<file path="src/verilog/delay_addr_pkg.sv">
// shared types and constants for the ram delay address generator
package delay_addr_pkg;

  // clock and sample timing
  localparam int CLK_PERIOD_NS = 8;
  localparam int CLK_HZ = 125_000_000;
  localparam int SAMPLE_HZ = 50_000;
  localparam int SAMPLE_PERIOD_US = 20;
  localparam int SAMPLE_CYCLES = CLK_HZ / SAMPLE_HZ;
  localparam int SLOT_NS = 320;
  localparam int SLOT_CYCLES = (SLOT_NS + CLK_PERIOD_NS - 1) / CLK_PERIOD_NS;

  // access schedule
  localparam int CARDS = 5;
  localparam int SLOTS = 7;
  localparam int DRIVERS = CARDS + 1;

  // widths
  localparam int WORD_W = 12;
  localparam int BUS_W = 16;
  localparam int RAM_ADDR_W = 14;
  localparam int CHIP_ADDR_W = 12;
  localparam int SAMPLE_CNT_W = 12;
  localparam int SLOT_CNT_W = 6;
  localparam int SLOT_IDX_W = 3;

  // decimal block mapping
  localparam logic [9:0] LOW_LAST = 10'h3E7;
  localparam logic [10:0] LOW_SPAN = 11'h3E8;
  localparam logic [3:0] BLK_LAST = 4'hF;
  localparam logic [6:0] HUN_WEIGHT = 7'h64;
  localparam logic [3:0] TEN_WEIGHT = 4'hA;

  localparam logic [SAMPLE_CNT_W-1:0] SAMPLE_LAST = SAMPLE_CNT_W'(SAMPLE_CYCLES - 1);
  localparam logic [SLOT_CNT_W-1:0] SLOT_LAST = SLOT_CNT_W'(SLOT_CYCLES - 1);
  localparam logic [SLOT_IDX_W-1:0] SLOT_IDX_LAST = SLOT_IDX_W'(SLOTS - 1);
  localparam logic [SLOT_IDX_W-1:0] FIRST_READ = 3'h1;
  localparam logic [SLOT_IDX_W-1:0] LAST_READ = SLOT_IDX_W'(CARDS);

  // base pointer and read address: block number, then 0..999 inside the block
  typedef struct packed {
    logic [3:0] blk;
    logic [9:0] low;
  } ptr_t;

  // delay setting: binary block count, then three decimal digits
  typedef struct packed {
    logic [3:0] blk;
    logic [3:0] hun;
    logic [3:0] ten;
    logic [3:0] one;
  } dly_t;

  localparam ptr_t PTR_RESET = '{blk: 4'h0, low: 10'h000};
  localparam dly_t DLY_RESET = '{blk: 4'h0, hun: 4'h0, ten: 4'h0, one: 4'h0};

  typedef enum logic [1:0] {
    ST_IDLE,
    ST_WRITE,
    ST_READ,
    ST_SPARE
  } slot_state_t;

endpackage : delay_addr_pkg

</file>
<file path="src/verilog/ram_delay_address_generator.sv">
// sample pacing, base pointer and shared address bus schedule for the ram delay line
`timescale 1ns/100ps
module ram_delay_address_generator (
  input wire logic CORE_CLK_I,
  input wire logic RSTN_I,
  input wire logic [delay_addr_pkg::WORD_W-1:0] ADC_WORD_I,
  input wire logic [delay_addr_pkg::WORD_W-1:0] RAM_DATA_I,
  input wire logic DOUBLE_MODE_I,
  input wire logic REPEAT_MODE_I,
  input wire logic [delay_addr_pkg::CARDS-1:0] LOAD_STROBE_I,
  input wire logic [delay_addr_pkg::BUS_W-1:0] ADDR_BUS_I,
  output logic SAMPLE_STROBE_O,
  output logic RAM_WE_O,
  output logic [delay_addr_pkg::WORD_W-1:0] RAM_WDATA_O,
  output logic [delay_addr_pkg::BUS_W-1:0] ADDR_BUS_O,
  output logic [delay_addr_pkg::DRIVERS-1:0] ADDR_BUS_OE_O,
  output logic [delay_addr_pkg::CHIP_ADDR_W-1:0] CHIP_ADDR_O,
  output logic [3:0] CHIP_ROW_SEL_O,
  output logic [delay_addr_pkg::CARDS*delay_addr_pkg::WORD_W-1:0] CARD_WORD_O,
  output logic CARD_WORDS_VALID_O,
  output logic LOAD_WINDOW_O
);

  localparam int SYNC_W = delay_addr_pkg::CARDS + 2 + delay_addr_pkg::BUS_W
    + delay_addr_pkg::WORD_W;

  logic rst_meta;
  logic rst_n;

  // reset released through two flip-flops
  always_ff @(posedge CORE_CLK_I or negedge RSTN_I) begin
    if (!RSTN_I) begin
      rst_meta <= 1'b0;
      rst_n <= 1'b0;
    end else begin
      rst_meta <= 1'b1;
      rst_n <= rst_meta;
    end
  end

  // pin inputs: three flops, a change counts once stages two and three agree
  logic [SYNC_W-1:0] sync1;
  logic [SYNC_W-1:0] sync2;
  logic [SYNC_W-1:0] sync3;
  logic [SYNC_W-1:0] pins;

  always_ff @(posedge CORE_CLK_I or negedge rst_n) begin
    if (!rst_n) begin
      sync1 <= '0;
      sync2 <= '0;
      sync3 <= '0;
      pins <= '0;
    end else begin
      sync1 <= {LOAD_STROBE_I, DOUBLE_MODE_I, REPEAT_MODE_I, ADDR_BUS_I, RAM_DATA_I};
      sync2 <= sync1;
      sync3 <= sync2;
      for (int i = 0; i < SYNC_W; i++) begin
        if (sync2[i] == sync3[i]) begin
          pins[i] <= sync3[i];
        end
      end
    end
  end

  logic [delay_addr_pkg::CARDS-1:0] strobe_lvl;
  logic double_mode;
  logic repeat_mode;
  logic [delay_addr_pkg::BUS_W-1:0] bus_in;
  logic [delay_addr_pkg::WORD_W-1:0] ram_data;

  assign {strobe_lvl, double_mode, repeat_mode, bus_in, ram_data} = pins;

  // sample rate divider: one enable pulse every 20 us
  logic [delay_addr_pkg::SAMPLE_CNT_W-1:0] sample_cnt;
  logic sample_tick;

  always_ff @(posedge CORE_CLK_I or negedge rst_n) begin
    if (!rst_n) begin
      sample_cnt <= '0;
    end else if (sample_cnt == delay_addr_pkg::SAMPLE_LAST) begin
      sample_cnt <= '0;
    end else begin
      sample_cnt <= sample_cnt + 1'b1;
    end
  end

  assign sample_tick = sample_cnt == delay_addr_pkg::SAMPLE_LAST;

  // slot schedule: write, five card reads, one spare, then dead time
  delay_addr_pkg::slot_state_t state;
  delay_addr_pkg::slot_state_t next_state;
  logic [delay_addr_pkg::SLOT_CNT_W-1:0] slot_cnt;
  logic [delay_addr_pkg::SLOT_IDX_W-1:0] slot_idx;
  logic slot_end;

  assign slot_end = slot_cnt == delay_addr_pkg::SLOT_LAST;

  always_comb begin
    next_state = state;
    case (state)
      delay_addr_pkg::ST_IDLE: begin
        if (sample_tick) begin
          next_state = delay_addr_pkg::ST_WRITE;
        end
      end
      delay_addr_pkg::ST_WRITE: begin
        if (slot_end) begin
          next_state = delay_addr_pkg::ST_READ;
        end
      end
      delay_addr_pkg::ST_READ: begin
        if (slot_end && slot_idx == delay_addr_pkg::LAST_READ) begin
          next_state = delay_addr_pkg::ST_SPARE;
        end
      end
      delay_addr_pkg::ST_SPARE: begin
        if (slot_end && slot_idx == delay_addr_pkg::SLOT_IDX_LAST) begin
          next_state = delay_addr_pkg::ST_IDLE;
        end
      end
      default: begin
        next_state = delay_addr_pkg::ST_IDLE;
      end
    endcase
  end

  always_ff @(posedge CORE_CLK_I or negedge rst_n) begin
    if (!rst_n) begin
      state <= delay_addr_pkg::ST_IDLE;
    end else begin
      state <= next_state;
    end
  end

  always_ff @(posedge CORE_CLK_I or negedge rst_n) begin
    if (!rst_n) begin
      slot_cnt <= '0;
      slot_idx <= '0;
    end else if (state == delay_addr_pkg::ST_IDLE) begin
      slot_cnt <= '0;
      slot_idx <= '0;
    end else if (slot_end) begin
      slot_cnt <= '0;
      slot_idx <= slot_idx + 1'b1;
    end else begin
      slot_cnt <= slot_cnt + 1'b1;
    end
  end

  // base pointer; double mode drops alternate decrements
  delay_addr_pkg::ptr_t base_ptr;
  logic skip_phase;

  always_ff @(posedge CORE_CLK_I or negedge rst_n) begin
    if (!rst_n) begin
      skip_phase <= 1'b0;
    end else if (sample_tick) begin
      skip_phase <= double_mode ? ~skip_phase : 1'b0;
    end
  end

  always_ff @(posedge CORE_CLK_I or negedge rst_n) begin
    if (!rst_n) begin
      base_ptr <= delay_addr_pkg::PTR_RESET;
    end else if (sample_tick && !(double_mode && skip_phase)) begin
      if (base_ptr.low == '0) begin
        base_ptr.low <= delay_addr_pkg::LOW_LAST;
        base_ptr.blk <= base_ptr.blk - 1'b1;
      end else begin
        base_ptr.low <= base_ptr.low - 1'b1;
      end
    end
  end

  // card delay registers, loaded from the bus only in dead time
  delay_addr_pkg::dly_t delay_reg [delay_addr_pkg::CARDS];
  logic [delay_addr_pkg::CARDS-1:0] strobe_prev;
  delay_addr_pkg::ptr_t card_addr [delay_addr_pkg::CARDS];

  always_ff @(posedge CORE_CLK_I or negedge rst_n) begin
    if (!rst_n) begin
      strobe_prev <= '0;
    end else begin
      strobe_prev <= strobe_lvl;
    end
  end

  always_ff @(posedge CORE_CLK_I or negedge rst_n) begin
    if (!rst_n) begin
      for (int c = 0; c < delay_addr_pkg::CARDS; c++) begin
        delay_reg[c] <= delay_addr_pkg::DLY_RESET;
      end
    end else if (state == delay_addr_pkg::ST_IDLE && !sample_tick) begin
      for (int c = 0; c < delay_addr_pkg::CARDS; c++) begin
        if (strobe_lvl[c] && !strobe_prev[c]) begin
          delay_reg[c] <= delay_addr_pkg::dly_t'(bus_in);
        end
      end
    end
  end

  genvar g;
  generate
    for (g = 0; g < delay_addr_pkg::CARDS; g++) begin : g_card
      read_address_adder u_adder (
        .base_i(base_ptr),
        .delay_i(delay_reg[g]),
        .addr_o(card_addr[g])
      );
    end
  endgenerate

  // address bus: one driver at a time, full address with no strobing
  delay_addr_pkg::ptr_t bus_addr;
  logic [delay_addr_pkg::DRIVERS-1:0] next_oe;
  logic [delay_addr_pkg::SLOT_IDX_W-1:0] card_sel;

  always_comb begin
    next_oe = '0;
    bus_addr = base_ptr;
    card_sel = slot_idx - delay_addr_pkg::FIRST_READ;
    case (state)
      delay_addr_pkg::ST_WRITE: begin
        next_oe[0] = 1'b1;
      end
      delay_addr_pkg::ST_READ: begin
        next_oe[slot_idx] = 1'b1;
        bus_addr = card_addr[card_sel];
      end
      default: begin
        next_oe = '0;
      end
    endcase
  end

  always_ff @(posedge CORE_CLK_I or negedge rst_n) begin
    if (!rst_n) begin
      ADDR_BUS_OE_O <= '0;
      ADDR_BUS_O <= '0;
    end else begin
      ADDR_BUS_OE_O <= next_oe;
      ADDR_BUS_O <= delay_addr_pkg::BUS_W'(bus_addr);
    end
  end

  // chips take the low twelve bits; the block's top two bits pick a chip row
  always_ff @(posedge CORE_CLK_I or negedge rst_n) begin
    if (!rst_n) begin
      CHIP_ADDR_O <= '0;
      CHIP_ROW_SEL_O <= '0;
    end else begin
      CHIP_ADDR_O <= {bus_addr.blk[1:0], bus_addr.low};
      CHIP_ROW_SEL_O <= 4'h1 << bus_addr.blk[3:2];
    end
  end

  // write pulse in the write slot, suppressed in repeat mode
  always_ff @(posedge CORE_CLK_I or negedge rst_n) begin
    if (!rst_n) begin
      RAM_WE_O <= 1'b0;
      RAM_WDATA_O <= '0;
      SAMPLE_STROBE_O <= 1'b0;
    end else begin
      SAMPLE_STROBE_O <= sample_tick;
      if (sample_tick) begin
        RAM_WDATA_O <= ADC_WORD_I;
      end
      RAM_WE_O <= state == delay_addr_pkg::ST_WRITE && slot_cnt == '0 && !repeat_mode;
    end
  end

  // read data captured at the end of each card's slot
  always_ff @(posedge CORE_CLK_I or negedge rst_n) begin
    if (!rst_n) begin
      CARD_WORD_O <= '0;
      CARD_WORDS_VALID_O <= 1'b0;
    end else begin
      CARD_WORDS_VALID_O <= 1'b0;
      if (state == delay_addr_pkg::ST_READ && slot_end) begin
        CARD_WORD_O[card_sel*delay_addr_pkg::WORD_W +: delay_addr_pkg::WORD_W] <= ram_data;
        CARD_WORDS_VALID_O <= slot_idx == delay_addr_pkg::LAST_READ;
      end
    end
  end

  assign LOAD_WINDOW_O = state == delay_addr_pkg::ST_IDLE;

endmodule : ram_delay_address_generator

</file>
<file path="src/verilog/read_address_adder.sv">
// one output card's read address: base pointer plus decimal-coded delay
`timescale 1ns/100ps
module read_address_adder (
  input wire delay_addr_pkg::ptr_t base_i,
  input wire delay_addr_pkg::dly_t delay_i,
  output delay_addr_pkg::ptr_t addr_o
);

  logic [10:0] dly_bin;
  logic [11:0] low_sum;
  logic [11:0] low_fix;
  logic carry;

  always_comb begin
    // three decimal digits to binary, 0..999
    dly_bin = 11'(delay_i.hun) * 11'(delay_addr_pkg::HUN_WEIGHT)
      + 11'(delay_i.ten) * 11'(delay_addr_pkg::TEN_WEIGHT) + 11'(delay_i.one);
    low_sum = 12'(base_i.low) + 12'(dly_bin);
    carry = low_sum >= 12'(delay_addr_pkg::LOW_SPAN);
    low_fix = carry ? low_sum - 12'(delay_addr_pkg::LOW_SPAN) : low_sum;
    addr_o.low = low_fix[9:0];
    // block sum wraps at the top of memory
    addr_o.blk = 4'(base_i.blk + delay_i.blk + 4'(carry));
  end

endmodule : read_address_adder

</file>
<file path="config.mk">
export PLATFORM = sky130hd
export DESIGN_NAME = ram_delay_address_generator
export DESIGN_NICKNAME = d
export VERILOG_FILES = /design/src/verilog/delay_addr_pkg.sv /design/src/verilog/ram_delay_address_generator.sv /design/src/verilog/read_address_adder.sv
export SDC_FILE = /design/constraint.sdc
export NUM_CORES = 1
export LEC_CHECK = 0
export BUFFER_PORTS_ARGS = -buffer_cell sky130_fd_sc_hd__buf_2
export CAP_MARGIN = 20
export CORE_ASPECT_RATIO = 1.1
export CORE_MARGIN = 2
export CORE_UTILIZATION = 30
export CTS_BUF_LIST = sky130_fd_sc_hd__clkbuf_8
export DETAILED_ROUTE_END_ITERATION = 6
export PLACE_DENSITY_LB_ADDON = 0.12
export SETUP_SLACK_MARGIN = 0.4
export SYNTH_ARGS = -nofsm -noshare
export SYNTH_HDL_FRONTEND = slang
export SYNTH_HIERARCHICAL = 1
export SYNTH_SLANG_ARGS = --single-unit
export TNS_END_PERCENT = 5
</file>
<file path="constraint.sdc">
create_clock -name CORE_CLK_I -period 14.8 [get_ports CORE_CLK_I]
set_input_delay 2.96 -clock CORE_CLK_I [delete_from_list [all_inputs] [get_ports CORE_CLK_I]]
set_output_delay 2.96 -clock CORE_CLK_I [all_outputs]
set_load 0.01 [all_outputs]
</file>
==> impl_summary.log <==
[metrics] count of routing violations after the opening detailed-route iteration: between 700 and 800
[metrics] number of ports placed on the die boundary: about 160
[metrics] GRT Residual Overflow: 0
[metrics] Worst setup EP type: register
[metrics] number of enable-type register cells in the synthesized netlist: 0
[metrics] Pre-Repair DR Iteration Count: 5
[metrics] Clock Skew: between 0.03 and 0.04 ns
[metrics] nature of the critical path startpoint: register
[metrics] Clock Path Buffers: 3
[metrics] CP max stage cell: sky130_fd_sc_hd__a2111oi_0
[metrics] detailed-route via count: ~16000
[metrics] xor-xnor portion of the synthesized cell area: 0.0515
[metrics] number of slew-limit violations in the final report: 0
[metrics] Worst path most repeated cell: sky130_fd_sc_hd__ha_1
[metrics] Core Area: between 70000 and 80000 um2
[metrics] overall die height: just under 300 um
[metrics] synthesized area per cell: approximately 11 um2
[metrics] worst skew pair latency: between 0.6 and 0.7 ns
[metrics] Hold Path Class: reg2reg
[metrics] area share of fa/ha/maj cells after synthesis: 0.176
[metrics] Final Cycle Share: 0.460
[metrics] number of H-tree branching levels: 3
[metrics] clock-pin slew reported for the worst setup and hold paths after clock tree synthesis: ~0.06 ns
[metrics] initial core utilization: 0.303
[metrics] Row Count: approximately 100
[metrics] area share of and/or/nand/nor cells after synthesis: 0.113
[metrics] Synth warnings: 6
[metrics] Fmax: approximately 150 MHz
[metrics] longest individual stage delay on the worst path: between 0.6 and 0.7 ns
[metrics] number of I/O port buffers: between 150 and 200
[metrics] clock root buffer master: sky130_fd_sc_hd__clkbuf_8
[metrics] total routing usage reported by global routing: 0.153
[metrics] Routed WL per cell: ~18 um
[metrics] Mapped Area: 22200 um2
[metrics] flip-flop and latch count after synthesis: 364
[metrics] proportion of register bits with asynchronous set or reset after synthesis: 1.00
[metrics] post-DP HPWL: about 43000 um
[metrics] dominant combinational cell family by area after synthesis: adder cells
[metrics] synthesis-to-layout area growth: 13.8%
[metrics] clock tree from TritonCTS: built
[metrics] Setup TNS: 0 ns
[metrics] number of post-CTS setup repair buffers: 0
[metrics] hold violation count in the final report: 0
[metrics] Resized cells post-CTS: 0
[metrics] number of vias per cell after detailed routing: ~5.0
[metrics] critical path type: reg2reg
[metrics] proportion of netlist area held by the largest area contributor: 0.410
[metrics] Unique masters post-synth: 118
[metrics] top area cells in the synthesized netlist: sky130_fd_sc_hd__dfrtp_1, sky130_fd_sc_hd__ha_1, sky130_fd_sc_hd__mux2_2, sky130_fd_sc_hd__fa_1, sky130_fd_sc_hd__xnor2_1
[metrics] via count of the first global-routing pass: ~16000
[metrics] global-route wire length before repair: 92000 um
[metrics] number of nets in the layout: about 2400
[metrics] Worst EP required: about 15 ns
[metrics] Horiz. Die Dim: about 260 um
[metrics] number of clock sinks: between 300 and 400
[metrics] Post-synth top flop: sky130_fd_sc_hd__dfrtp_1
[metrics] pin count of the biggest net entering global routing: 158
[metrics] portion of the post-synthesis area used by sequential elements: 0.410
[metrics] # hold bufs at CTS: 0
[metrics] placed instance area: approximately 24000 um2
[metrics] slew at the pin with the worst max-slew slack: between 1 and 1.5 ns
[metrics] flip-flop count of the largest register after layout: 80
[metrics] area of all placed cells without fillers: between 20000 and 30000 um2
[metrics] share of the synthesized area in compound gates (AO/OA/AOI/OAI): 0.126
[metrics] total die area: 76200 um2
[metrics] clock period minus worst slack: 6.81 ns
[metrics] # Max-Cap Violations: 0
[metrics] status: complete, no violations
[metrics] count of final setup violators: 0
[metrics] Syn Inst Count: approximately 2000
[metrics] number of remaining DRC errors: 0
[metrics] wire length after detailed routing: 57900 um
[metrics] arrival time worst endpoint: about 7.3 ns
[metrics] initial antenna violation count: 3
[metrics] area leader, netlist: sky130_fd_sc_hd__dfrtp_1
[metrics] number of buffers created by CTS: around 70
[metrics] multiplexer share of the synthesized area: 0.0903
[metrics] global placer's final weighted congestion: between 0.8 and 0.9
[metrics] unrepaired setup endpoints after global routing: no
[metrics] fillcell total: ~7300
[metrics] Slew HR: 0.316
[metrics] share of final-layout standard cells stronger than drive strength 1: 0.224
[metrics] peak fanout along the critical path: 5
[metrics] count of nets left with antenna violations after detail routing: 0
cell type report:
class / count / area, um2 / share of cell area
Timing Repair Buffer: 168 / 886 / 0.0351
Antenna cell: 1 / 2.50 / 0.0000991
Sequential cell: 364 / 9110 / 0.361
Tap cell: 954 / 1190 / 0.0473
Inverter: 84 / 315 / 0.0125
Clock inverter: 34 / 198 / 0.00783
Clock buffer: 84 / 1160 / 0.0458
Multi-Input combinational cell: 1443 / 12400 / 0.491
synth_stat cells (41+ instances only):
master / instances
sky130_fd_sc_hd__dfrtp_1: 364
sky130_fd_sc_hd__ha_1: 218
sky130_fd_sc_hd__nand2_1: 134
sky130_fd_sc_hd__mux2_2: 126
sky130_fd_sc_hd__nor2_1: 100
sky130_fd_sc_hd__a21oi_1: 81
sky130_fd_sc_hd__inv_1: 79
sky130_fd_sc_hd__xnor2_1: 59
sky130_fd_sc_hd__nand3_1: 56
sky130_fd_sc_hd__o21ai_0: 55
sky130_fd_sc_hd__xor2_1: 55
sky130_fd_sc_hd__fa_1: 41
layer usage:
layer / wire, um / global-route usage / vias to the layer above
li1: - / - / 7447
met1: 27400 / 0.207 / 7729
met2: 27000 / 0.254 / 349
met3: 2410 / 0.0229 / 74
met4: 1140 / 0.0490 / 0
met5: 0 / 0 / -
final timing paths:
| kind | start | endpoint | slack (ns) | depth (start not counted) |
|---|---|---|---|---|
| worst max-delay path | delay_reg[53] | CHIP_ROW_SEL_O[3] | 7.99 | 26 |
| worst min-delay path | sync1[14] | sync2[14] | 0.35 | 0 |
| worst max register to register | delay_reg[53] | CHIP_ROW_SEL_O[3] | 7.99 | 26 |
| worst min register to register | sync1[14] | sync2[14] | 0.35 | 0 |
| max in group asynchronous | RSTN_I | rst_n | 12.60 | 1 |
| min in group asynchronous | rst_n | sync2[4] | 0.38 | 0 |
critical path: cells and delay by family, from the launching register on:
| family | cells | cell delay, ns |
|---|---|---|
| muxes | 2 | 0.84 |
| xor gates and xnor gates | 3 | 0.50 |
| buffers and inverters | 1 | 0.07 |
| adders and majority gates | 8 | 2.63 |
| and+or+nand+nor | 7 | 1.08 |
| AOI/OAI and AO/OA | 5 | 1.13 |
| DFF | 1 | 0.40 |
kinds of logic (layout without fill, tap and decap cells):
group                      after synthesis  after routing
adders and majority gates              294            294
AOI/OAI and AO/OA                      382            382
xor gates and xnor gates               122            122
other                                    2              4
and+or+nand+nor                        480            480
DFF                                    364            364
muxes                                  162            162
buffers and inverters                  157            370
stage by stage:
stage | utilization | hold slack, ns | setup slack (ns) | cells
after floorplan | - | 0.331 | 3.90 | 1964
after global placement | 0.326 | 0.334 | 8.09 | 3013
after detailed placement | 0.326 | 0.335 | 8.03 | 3013
after CTS | 0.345 | 0.347 | 7.99 | 3131
after global routing | 0.345 | 0.350 | 7.43 | 3132
final | 0.345 | 0.345 | 7.99 | 3132
cells in the final DEF, fill, tap and decap left out, drive strengths merged, types with 16 or more instances in the layout:
cell / synthesis / routed
maj3: 35 / 35
xor2: 55 / 55
a21oi: 86 / 86
nand3: 56 / 56
o21ai: 71 / 71
nor2: 102 / 102
clkbuf: 31 / 84
inv: 83 / 104
o21a: 16 / 16
dfrtp: 364 / 364
a211oi: 17 / 17
nand4: 18 / 18
nand2b: 19 / 19
nand2: 136 / 136
ha: 218 / 218
a31oi: 32 / 32
nor2b: 16 / 16
mux2i: 18 / 18
mux2: 130 / 130
xnor2: 65 / 65
a21o: 27 / 27
nand3b: 16 / 16
nor3: 31 / 31
fa: 41 / 41
buf: 42 / 168
Power is not shown: default switching activity piles up to over one toggle a cycle in this logic, so the estimate is an artifact.
